--- src/usbemr_pkg.sv ---
package usbemr_pkg;

   // endpoint count and register bus widths
   localparam int unsigned NUM_EP  = 3;
   localparam int unsigned ADDR_W  = 8;
   localparam int unsigned DATA_W  = 32;

   // register byte offsets, one aligned word each
   localparam logic [7:0] OFF_MODE0  = 8'h00;
   localparam logic [7:0] OFF_MODE1  = 8'h04;
   localparam logic [7:0] OFF_MODE2  = 8'h08;
   localparam logic [7:0] OFF_COUNT0 = 8'h0C;
   localparam logic [7:0] OFF_COUNT1 = 8'h10;
   localparam logic [7:0] OFF_COUNT2 = 8'h14;
   localparam logic [7:0] OFF_STATUS = 8'h18;

   // field positions
   localparam int unsigned STALL_BIT     = 7;
   localparam int unsigned STAT_EP_LSB   = 4;
   localparam int unsigned STAT_TOK_LSB  = 8;

   // values after reset
   localparam logic [3:0] MODE_RESET  = 4'h0;
   localparam logic [3:0] COUNT_RESET = 4'h0;

   // endpoint mode codes
   localparam logic [3:0] M_DISABLE      = 4'h0;
   localparam logic [3:0] M_NAK_INOUT    = 4'h1;
   localparam logic [3:0] M_STATUS_OUT   = 4'h2;
   localparam logic [3:0] M_STALL_INOUT  = 4'h3;
   localparam logic [3:0] M_IGNORE_INOUT = 4'h4;
   localparam logic [3:0] M_RSV_OUT      = 4'h5;
   localparam logic [3:0] M_STATUS_IN    = 4'h6;
   localparam logic [3:0] M_RSV_IN       = 4'h7;
   localparam logic [3:0] M_NAK_OUT      = 4'h8;
   localparam logic [3:0] M_ACK_OUT      = 4'h9;
   localparam logic [3:0] M_NAKOUT_STIN  = 4'hA;
   localparam logic [3:0] M_ACKOUT_NAKIN = 4'hB;
   localparam logic [3:0] M_NAK_IN       = 4'hC;
   localparam logic [3:0] M_ACK_IN       = 4'hD;
   localparam logic [3:0] M_NAKIN_STOUT  = 4'hE;
   localparam logic [3:0] M_ACKIN_STOUT  = 4'hF;

   // token kinds from the packet decoder
   typedef enum logic [1:0] {
      TOK_SETUP = 2'b00,
      TOK_IN    = 2'b01,
      TOK_OUT   = 2'b10,
      TOK_RSV   = 2'b11
   } usbemr_tok_t;

   // answer the engine gives to a token
   typedef enum logic [2:0] {
      RESP_NONE     = 3'b000,
      RESP_ACK      = 3'b001,
      RESP_NAK      = 3'b010,
      RESP_STALL    = 3'b011,
      RESP_TX_ZERO  = 3'b100,
      RESP_TX_COUNT = 3'b101
   } usbemr_resp_t;

endpackage

--- src/usbemr_responder.sv ---
// Operation
// - each endpoint keeps a four-bit mode that picks every token answer
// - mode 0000 ignores all tokens and sends no handshake
// - mode 0001 acks SETUP and naks both IN and OUT
// - control endpoint returns to 0001 after an acked SETUP, unless disabled
// - mode 1011 acks SETUP and OUT, naks IN, then goes to 0001
// - mode 0010 acks SETUP, stalls IN, checks OUT as status stage
// - mode 0011 acks SETUP and stalls both IN and OUT
// - mode 0100 acks SETUP and ignores IN and OUT
// - reserved 0101 and 0111 ignore SETUP; 0101 acks OUT, 0111 sends count
// - mode 0110 acks SETUP, sends zero-length IN, stalls OUT
// - mode 1000 ignores SETUP and IN, naks OUT
// - mode 1001 acks OUT or stalls if stall set; ack moves to 1000
// - mode 1010 acks SETUP, zero-length IN, naks OUT
// - mode 1100 ignores SETUP and OUT, naks IN
// - mode 1101 sends count or stalls on IN; host ack moves to 1100
// - mode 1110 acks SETUP, naks IN, checks OUT as status stage
// - mode 1111 acks SETUP, sends count, checks OUT; host ack goes 1110
// - data endpoints carry a stall bit at bit 7 of their mode word
// - checked OUT acks only zero-length DATA1, otherwise stall or ignore
// - a count answer sends exactly the four-bit programmed byte count
// - all modes reset to 0000 and stay until software rewrites them
// - an ignored token yields no handshake at all
//
// Added by the designer: the address map and the APB slave port.
`timescale 1ns/1ns
`default_nettype none

module usbemr_responder (
   // clock and reset
   input  wire logic                          pclk,
   input  wire logic                          presetn,
   // apb slave
   input  wire logic [usbemr_pkg::ADDR_W-1:0] paddr,
   input  wire logic                          psel,
   input  wire logic                          penable,
   input  wire logic                          pwrite,
   input  wire logic [usbemr_pkg::DATA_W-1:0] pwdata,
   output logic      [usbemr_pkg::DATA_W-1:0] prdata,
   output logic                               pready,
   output logic                               pslverr,
   // token from the packet decoder, one-cycle pulse
   input  wire logic                          tok_valid,
   input  wire logic [1:0]                    tok_ep,
   input  wire logic [1:0]                    tok_kind,
   input  wire logic                          tok_data_ok,
   input  wire logic                          tok_zero_len,
   input  wire logic                          tok_toggle,
   // host acknowledge of in data, one-cycle pulse
   input  wire logic                          host_ack_valid,
   input  wire logic [1:0]                    host_ack_ep,
   // answer to the packet encoder
   output logic                               resp_valid,
   output logic      [2:0]                    resp_code,
   output logic      [1:0]                    resp_ep,
   output logic      [3:0]                    resp_count
);

   localparam int unsigned NEP = usbemr_pkg::NUM_EP;

   // endpoint 0 is the control endpoint
   // endpoints 1 and 2 are the data endpoints

   // a token arrives as a one-cycle pulse
   // its data-phase verdict rides along with it

   // the answer leaves one cycle after the token
   // and stands for exactly that one cycle

   // an ignored token raises no answer at all
   // so the encoder never sees a none code

   // resp_ep keeps the endpoint of the last in-range token
   // code and count fall back to zero between answers

   // mode words hold four mode bits each
   // data endpoints add the stall bit at bit 7

   // the control endpoint has no stall bit
   // its bit 7 always reads back as zero

   // count words hold a four-bit byte count
   // it is only sent out on a count answer

   // the status word is read only
   // writes to it are dropped without an error

   // status keeps the last real answer and its endpoint
   // plus a free-running token counter that wraps

   // apb access has no wait states
   // ready comes in the cycle after setup

   // read data stands in the access cycle only
   // it reads zero at every other time

   // an unmapped address raises the error flag
   // and its write is dropped

   // a write lands at the end of the access cycle
   // so a read right after sees the new word

   // hardware rewrites of a mode win over software
   // a same-cycle write to that mode is lost

   // the setup rewrite touches only endpoint 0
   // a disabled control endpoint stays disabled

   // out-ack rewrites apply on any endpoint
   // they follow our own ack, not the host's

   // in-ack rewrites wait for the host ack pulse
   // a lost host ack leaves the mode unchanged

   // bad setup data is never acked
   // the mode then stays as software left it

   // corrupted out data is ignored in every mode
   // no handshake goes back for it

   // a checked out needs empty data with toggle 1
   // anything else with good data is stalled

   // reserved codes behave as the table says
   // software should not rely on them

   // kind 3 and endpoint 3 are dropped quietly
   // kind 3 still counts in the status word; endpoint 3 does not

   // no write lock follows an ack here
   // firmware must not race the engine on a mode

   // all state sits in one packed register
   // reset clears it, so every mode starts disabled

   typedef struct packed {
      logic [NEP-1:0][3:0]            mode;
      logic [NEP-1:0]                 stall;
      logic [NEP-1:0][3:0]            count;
      logic [usbemr_pkg::DATA_W-1:0]  prdata;
      logic                           pready;
      logic                           pslverr;
      logic                           resp_valid;
      usbemr_pkg::usbemr_resp_t       resp_code;
      logic [1:0]                     resp_ep;
      logic [3:0]                     resp_count;
      usbemr_pkg::usbemr_resp_t       last_code;
      logic [1:0]                     last_ep;
      logic [7:0]                     tok_seen;
   } usbemr_state_t;

   usbemr_state_t s_q;
   usbemr_state_t s_d;

   // answer for one token from the mode and the data phase result
   function automatic usbemr_pkg::usbemr_resp_t usbemr_decide(
      input logic [3:0] mode,
      input logic       stall,
      input logic [1:0] kind,
      input logic       data_ok,
      input logic       zero_len,
      input logic       toggle
   );
      usbemr_pkg::usbemr_resp_t r;
      usbemr_pkg::usbemr_resp_t chk;
      r   = usbemr_pkg::RESP_NONE;
      // status stage check: only an empty DATA1 is accepted
      chk = (zero_len && toggle) ? usbemr_pkg::RESP_ACK
                                 : usbemr_pkg::RESP_STALL;
      case (kind)
         usbemr_pkg::TOK_SETUP: begin
            case (mode)
               usbemr_pkg::M_NAK_INOUT,
               usbemr_pkg::M_STATUS_OUT,
               usbemr_pkg::M_STALL_INOUT,
               usbemr_pkg::M_IGNORE_INOUT,
               usbemr_pkg::M_STATUS_IN,
               usbemr_pkg::M_NAKOUT_STIN,
               usbemr_pkg::M_ACKOUT_NAKIN,
               usbemr_pkg::M_NAKIN_STOUT,
               usbemr_pkg::M_ACKIN_STOUT: begin
                  // bad setup data is ignored, not acked
                  r = data_ok ? usbemr_pkg::RESP_ACK : usbemr_pkg::RESP_NONE;
               end
               default: r = usbemr_pkg::RESP_NONE;
            endcase
         end
         usbemr_pkg::TOK_IN: begin
            case (mode)
               usbemr_pkg::M_NAK_INOUT:    r = usbemr_pkg::RESP_NAK;
               usbemr_pkg::M_STATUS_OUT:   r = usbemr_pkg::RESP_STALL;
               usbemr_pkg::M_STALL_INOUT:  r = usbemr_pkg::RESP_STALL;
               usbemr_pkg::M_STATUS_IN:    r = usbemr_pkg::RESP_TX_ZERO;
               usbemr_pkg::M_RSV_IN:       r = usbemr_pkg::RESP_TX_COUNT;
               usbemr_pkg::M_NAKOUT_STIN:  r = usbemr_pkg::RESP_TX_ZERO;
               usbemr_pkg::M_ACKOUT_NAKIN: r = usbemr_pkg::RESP_NAK;
               usbemr_pkg::M_NAK_IN:       r = usbemr_pkg::RESP_NAK;
               usbemr_pkg::M_ACK_IN: begin
                  r = stall ? usbemr_pkg::RESP_STALL
                            : usbemr_pkg::RESP_TX_COUNT;
               end
               usbemr_pkg::M_NAKIN_STOUT:  r = usbemr_pkg::RESP_NAK;
               usbemr_pkg::M_ACKIN_STOUT:  r = usbemr_pkg::RESP_TX_COUNT;
               default:                    r = usbemr_pkg::RESP_NONE;
            endcase
         end
         usbemr_pkg::TOK_OUT: begin
            // corrupted out data never gets a handshake
            if (data_ok) begin
               case (mode)
                  usbemr_pkg::M_NAK_INOUT:    r = usbemr_pkg::RESP_NAK;
                  usbemr_pkg::M_STATUS_OUT:   r = chk;
                  usbemr_pkg::M_STALL_INOUT:  r = usbemr_pkg::RESP_STALL;
                  usbemr_pkg::M_RSV_OUT:      r = usbemr_pkg::RESP_ACK;
                  usbemr_pkg::M_STATUS_IN:    r = usbemr_pkg::RESP_STALL;
                  usbemr_pkg::M_NAK_OUT:      r = usbemr_pkg::RESP_NAK;
                  usbemr_pkg::M_ACK_OUT: begin
                     r = stall ? usbemr_pkg::RESP_STALL
                               : usbemr_pkg::RESP_ACK;
                  end
                  usbemr_pkg::M_NAKOUT_STIN:  r = usbemr_pkg::RESP_NAK;
                  usbemr_pkg::M_ACKOUT_NAKIN: r = usbemr_pkg::RESP_ACK;
                  usbemr_pkg::M_NAKIN_STOUT:  r = chk;
                  usbemr_pkg::M_ACKIN_STOUT:  r = chk;
                  default:                    r = usbemr_pkg::RESP_NONE;
               endcase
            end
         end
         default: r = usbemr_pkg::RESP_NONE;
      endcase
      return r;
   endfunction

   // word address decode: returns 1 when the offset is mapped
   function automatic logic usbemr_mapped(input logic [usbemr_pkg::ADDR_W-1:0] a);
      logic hit;
      case (a)
         usbemr_pkg::OFF_MODE0,
         usbemr_pkg::OFF_MODE1,
         usbemr_pkg::OFF_MODE2,
         usbemr_pkg::OFF_COUNT0,
         usbemr_pkg::OFF_COUNT1,
         usbemr_pkg::OFF_COUNT2,
         usbemr_pkg::OFF_STATUS: hit = 1'b1;
         default:                hit = 1'b0;
      endcase
      return hit;
   endfunction

   // next state: bus access first, then token effects so hardware wins
   always_comb begin
      logic                     setup_ph;
      logic                     wr_take;
      logic [usbemr_pkg::DATA_W-1:0] rd;
      logic [1:0]               ep;
      usbemr_pkg::usbemr_resp_t r;
      setup_ph = 1'b0;
      wr_take  = 1'b0;
      rd       = '0;
      ep       = 2'b00;
      r        = usbemr_pkg::RESP_NONE;
      s_d      = s_q;

      // apb: ready is set from the setup cycle and shows in the access cycle, so no wait states
      setup_ph     = psel && !penable;
      wr_take      = psel && penable && s_q.pready && pwrite;
      s_d.pready   = setup_ph;
      s_d.pslverr  = setup_ph && !usbemr_mapped(paddr);
      case (paddr)
         usbemr_pkg::OFF_MODE0:  rd[3:0] = s_q.mode[0];
         usbemr_pkg::OFF_MODE1: begin
            rd[3:0]                   = s_q.mode[1];
            rd[usbemr_pkg::STALL_BIT] = s_q.stall[1];
         end
         usbemr_pkg::OFF_MODE2: begin
            rd[3:0]                   = s_q.mode[2];
            rd[usbemr_pkg::STALL_BIT] = s_q.stall[2];
         end
         usbemr_pkg::OFF_COUNT0: rd[3:0] = s_q.count[0];
         usbemr_pkg::OFF_COUNT1: rd[3:0] = s_q.count[1];
         usbemr_pkg::OFF_COUNT2: rd[3:0] = s_q.count[2];
         usbemr_pkg::OFF_STATUS: begin
            rd[2:0]                                  = s_q.last_code;
            rd[usbemr_pkg::STAT_EP_LSB +: 2]         = s_q.last_ep;
            rd[usbemr_pkg::STAT_TOK_LSB +: 8]        = s_q.tok_seen;
         end
         default: rd = '0;
      endcase
      s_d.prdata = setup_ph ? rd : '0;

      // software writes to mode and count words
      if (wr_take) begin
         case (paddr)
            usbemr_pkg::OFF_MODE0:  s_d.mode[0] = pwdata[3:0];
            usbemr_pkg::OFF_MODE1: begin
               s_d.mode[1]  = pwdata[3:0];
               s_d.stall[1] = pwdata[usbemr_pkg::STALL_BIT];
            end
            usbemr_pkg::OFF_MODE2: begin
               s_d.mode[2]  = pwdata[3:0];
               s_d.stall[2] = pwdata[usbemr_pkg::STALL_BIT];
            end
            usbemr_pkg::OFF_COUNT0: s_d.count[0] = pwdata[3:0];
            usbemr_pkg::OFF_COUNT1: s_d.count[1] = pwdata[3:0];
            usbemr_pkg::OFF_COUNT2: s_d.count[2] = pwdata[3:0];
            default: s_d.mode = s_d.mode;
         endcase
      end

      // token answer; an out-of-range endpoint gets nothing
      s_d.resp_valid = 1'b0;
      s_d.resp_code  = usbemr_pkg::RESP_NONE;
      s_d.resp_count = 4'h0;
      ep             = tok_ep;
      if (tok_valid && (ep < 2'(NEP))) begin
         r = usbemr_decide(s_q.mode[ep], (ep != 2'b00) && s_q.stall[ep],
                           tok_kind, tok_data_ok, tok_zero_len, tok_toggle);
         s_d.resp_valid = (r != usbemr_pkg::RESP_NONE);
         s_d.resp_code  = r;
         s_d.resp_ep    = ep;
         s_d.resp_count = (r == usbemr_pkg::RESP_TX_COUNT) ? s_q.count[ep]
                                                           : 4'h0;
         s_d.tok_seen   = s_q.tok_seen + 8'h01;
         if (r != usbemr_pkg::RESP_NONE) begin
            s_d.last_code = r;
            s_d.last_ep   = ep;
         end
         // rewrites follow only our own ack; they override a same-cycle write
         if (r == usbemr_pkg::RESP_ACK) begin
            if (tok_kind == usbemr_pkg::TOK_SETUP && ep == 2'b00 &&
                s_q.mode[0] != usbemr_pkg::M_DISABLE) begin
               s_d.mode[0] = usbemr_pkg::M_NAK_INOUT;
            end
            if (tok_kind == usbemr_pkg::TOK_OUT) begin
               if (s_q.mode[ep] == usbemr_pkg::M_ACKOUT_NAKIN) begin
                  s_d.mode[ep] = usbemr_pkg::M_NAK_INOUT;
               end
               if (s_q.mode[ep] == usbemr_pkg::M_ACK_OUT) begin
                  s_d.mode[ep] = usbemr_pkg::M_NAK_OUT;
               end
            end
         end
      end

      // host acknowledged our in data: leave the ack-in modes
      if (host_ack_valid && (host_ack_ep < 2'(NEP))) begin
         if (s_q.mode[host_ack_ep] == usbemr_pkg::M_ACK_IN) begin
            s_d.mode[host_ack_ep] = usbemr_pkg::M_NAK_IN;
         end
         if (s_q.mode[host_ack_ep] == usbemr_pkg::M_ACKIN_STOUT) begin
            s_d.mode[host_ack_ep] = usbemr_pkg::M_NAKIN_STOUT;
         end
      end
      // control endpoint has no stall bit
      s_d.stall[0] = 1'b0;
   end

   // all state in one register; reset leaves every endpoint disabled
   always_ff @(posedge pclk or negedge presetn) begin
      if (!presetn) begin
         s_q <= '0;
      end else begin
         s_q <= s_d;
      end
   end

   // outputs straight from the state register
   assign prdata     = s_q.prdata;
   assign pready     = s_q.pready;
   assign pslverr    = s_q.pslverr;
   assign resp_valid = s_q.resp_valid;
   assign resp_code  = s_q.resp_code;
   assign resp_ep    = s_q.resp_ep;
   assign resp_count = s_q.resp_count;

endmodule

`default_nettype wire

--- config.mk ---
export PLATFORM = sky130hd
export DESIGN_NAME = usbemr_responder
export DESIGN_NICKNAME = d
export VERILOG_FILES = /design/src/usbemr_pkg.sv /design/src/usbemr_responder.sv
export SDC_FILE = /design/constraint.sdc
export NUM_CORES = 1
export LEC_CHECK = 0
export ABC_AREA = 1
export BUFFER_PORTS_ARGS = -buffer_cell sky130_fd_sc_hd__buf_4
export CAP_MARGIN = 30
export CORE_MARGIN = 1
export CORE_UTILIZATION = 49
export DETAILED_ROUTE_END_ITERATION = 10
export PLACE_DENSITY_LB_ADDON = 0.2
export SLEW_MARGIN = 15
export SYNTH_ARGS = -nofsm -noshare
export SYNTH_HDL_FRONTEND = slang
export SYNTH_SLANG_ARGS = --single-unit
--- constraint.sdc ---
create_clock -name pclk -period 1.8 [get_ports pclk]
set_input_delay 0.36 -clock pclk [delete_from_list [all_inputs] [get_ports pclk]]
set_output_delay 0.36 -clock pclk [all_outputs]
set_load 0.02 [all_outputs]
==> flow_summary.json <==
{
  "via_count": 3696,
  "finalNetCount": 670,
  "synth_edf_count": 0,
  "worstPathMaxFanout": 7,
  "cts_sinks": 66,
  "antenna_found_initial": 0,
  "hold_depth": 3,
  "avgSynthCellArea_sq_um": 7.77,
  "post_drt_wl_per_cell_um": 14.1,
  "worst_pin_slew_ps": 600,
  "synthToLayoutAreaGrowth_pct": 28.0,
  "post-route-period-util_pct": 111,
  "die_w_um": 92.0,
  "clkTransAtPathRegs_ps": 80,
  "grt_max_degree": 43,
  "hpwl_um": 7640,
  "place_area_sq_um": 4710,
  "violations": "negative setup slack",
  "synthCells": 511,
  "hp-class": "input port to register",
  "pin_count": 100,
  "viasPerCell": 5.13,
  "final_layout_size_suffix_gt1_share_pct": 32.8,
  "final_cell_area_sq_um": 5090,
  "totalWireLength_um": 10200,
  "dieHeight_um": 92.0,
  "n_antenna_cell": 0,
  "dr.pass1.iters": 5,
  "fillers": 675,
  "ant_nets": 0,
  "grt-ovfl-total": 0,
  "async_flop_share_pct": 100,
  "grt_use_total_pct": 25.8,
  "period_minus_slack_ps": 2000,
  "max-vdd-ir-drop_mv": 0.430,
  "worst_slack_ps": -204,
  "num_rows": 32,
  "grt_first_pass_wirelength_um": 17000,
  "slew_headroom_pct": 59.5,
  "rr_startpoint": "s_q[79]",
  "portBuffers": 55,
  "dieArea_sq_um": 8470,
  "grt_pass1_vias": 3520,
  "yosysWarnings": 0,
  "setup_violations": 20,
  "h-tree-depth": 3,
  "layout_common_cells": "buf_4 (115), nand2_1 (98), inv_1 (67)",
  "netlist_area_sq_um": 3970,
  "cts_made_buffers": 9,
  "r2r_cells": 15,
  "powerDensity_nw_per_um2": 728,
  "clock.fmax_mhz": 499,
  "hp-start": "paddr[3]",
  "start_kind": "register",
  "layout_commonest_cell": "buf_4",
  "worstPathRequired_ps": 2040,
  "outcome": "complete, but fails checks",
  "ys.flop_type": "dfrtp_1",
  "final_core_util_pct": 65.5,
  "rsz0062_at_grt": "yes",
  "clock_latency_ps": 350,
  "dr.first_iter.drc_count": 265,
  "hold_violations": 0,
  "core_sq_um": 7770,
  "setup.worst_path.start": "s_q[79]",
  "initial_core_util_pct": 51.1,
  "seq_area_frac_synth_pct": 41.6,
  "drc": 0,
  "slew_violations": 0,
  "critPathKind": "register to register",
  "clock-skew-final_ps": 9.91,
  "ys_ff_latch": 66,
  "cp-end-kind": "register",
  "ctsRootBufferMaster": "clkbuf_8",
  "leakagePower_uw": 0.00261,
  "cts_buffer_depth": 2,
  "synth_cell_types": 38,
  "cts_tree": "built",
  "drv_cap": 0,
  "cp_data_arrival_time_ps": 2240,
  "gp_congestion": 0.882
}
==> per-stage QoR <==
stage	hold WS [ps]	total power [uW]	setup slack, ps	TNS [ps]	std cells
floorplan	64.4	2210	-55.3	-433	527
global placement	278	2440	-371	-6400	694
detailed placement	280	2480	-393	-7250	694
CTS	280	3690	-116	-1170	717
global route	307	3890	-323	-5330	720
finish	286	3700	-204	-2540	720
==> synthesized netlist by cell type, drive strengths merged, types with 4 or more instances <==
| master | number | area share [%] |
|---|---|---|
| nand3 | 39 | 6.9 |
| a21oi | 16 | 2.1 |
| inv | 78 | 7.5 |
| o21ai | 40 | 5.1 |
| o22ai | 6 | 0.94 |
| buf | 43 | 8.3 |
| a221oi | 4 | 0.88 |
| xor2 | 7 | 1.5 |
| nor3 | 19 | 2.4 |
| dfrtp | 66 | 42 |
| nor2 | 56 | 7.1 |
| nand2 | 115 | 12 |
==> repair_timing <==
action,4_1_cts,5_1_grt
pin swaps,5,6
hold buffers,1,0
setup buffers,5,3
cloned,1,0
resized for setup,10,14
hold endpoints to repair,24,0
setup endpoints to repair,19,24
==> flip-flops by register name, indices dropped and copies added, names as in the netlist <==
signal      count
s_q            39
pready          1
pslverr         1
resp_ep         2
resp_valid      1
resp_code       3
prdata         15
resp_count      4
==> power by group <==
group,internal [uW],switching [uW],total [uW]
clock,525,668,1190
combinational,310,468,779
sequential,1620,105,1730
==> metal layers <==
layer  share of wire, %  wire (um)  track usage (%)  vias up
met5                  0          0                0        -
met4                2.3        238             11.3        0
met3                6.0        614             4.31       28
met2                 47       4780             40.9      150
met1                 44       4520             34.8     1721
li1                   -          -                -     1797
==> path summary, 6_finish.rpt <==
kind                         endpoint  slack (ps)
max in group asynchronous     s_q[83]         820
setup reg to reg               s_q[8]        -200
setup / recovery               s_q[8]        -200
min in group asynchronous  prdata[15]         440
hold / removal                pslverr         290
hold reg to reg                s_q[7]         480
==> critical path, cell delays in order, from the launching register on <==
cell     delay, ps
dfrtp_1        400
nand3_2        120
nand2_2         80
nor2_4         180
nand2_2        110
nand2_2        100
inv_2           40
nand2_1         50
nand3_1         70
nand2_1         80
nand3_2        100
nand2_4        170
buf_12         130
nand3_4        110
nand2_1         90
o21ai_1         60
==> area by class of cell <==
class / instances / area [sq um] / area share (%)
well taps: 102 / 128 / 2.51
flip-flops and latches: 66 / 1650 / 32.5
multi-input cells: 339 / 1890 / 37.2
repair buffers: 119 / 925 / 18.2
inverters: 78 / 303 / 5.95
clock buffers: 9 / 124 / 2.44
clock inverters: 7 / 61.3 / 1.21
==> kinds of logic (layout without fill, tap and decap cells) <==
group	Yosys count	count (layout)	synth area share, %
simple gates	234	235	28.9
buf+inv	123	213	16.0
compound gates	79	79	11.6
flops	66	66	41.6
xor+xnor	7	7	1.54
fa+ha+maj	1	1	0.315
other cells	1	17	0.0944
(Power assumes the default switching activity.)
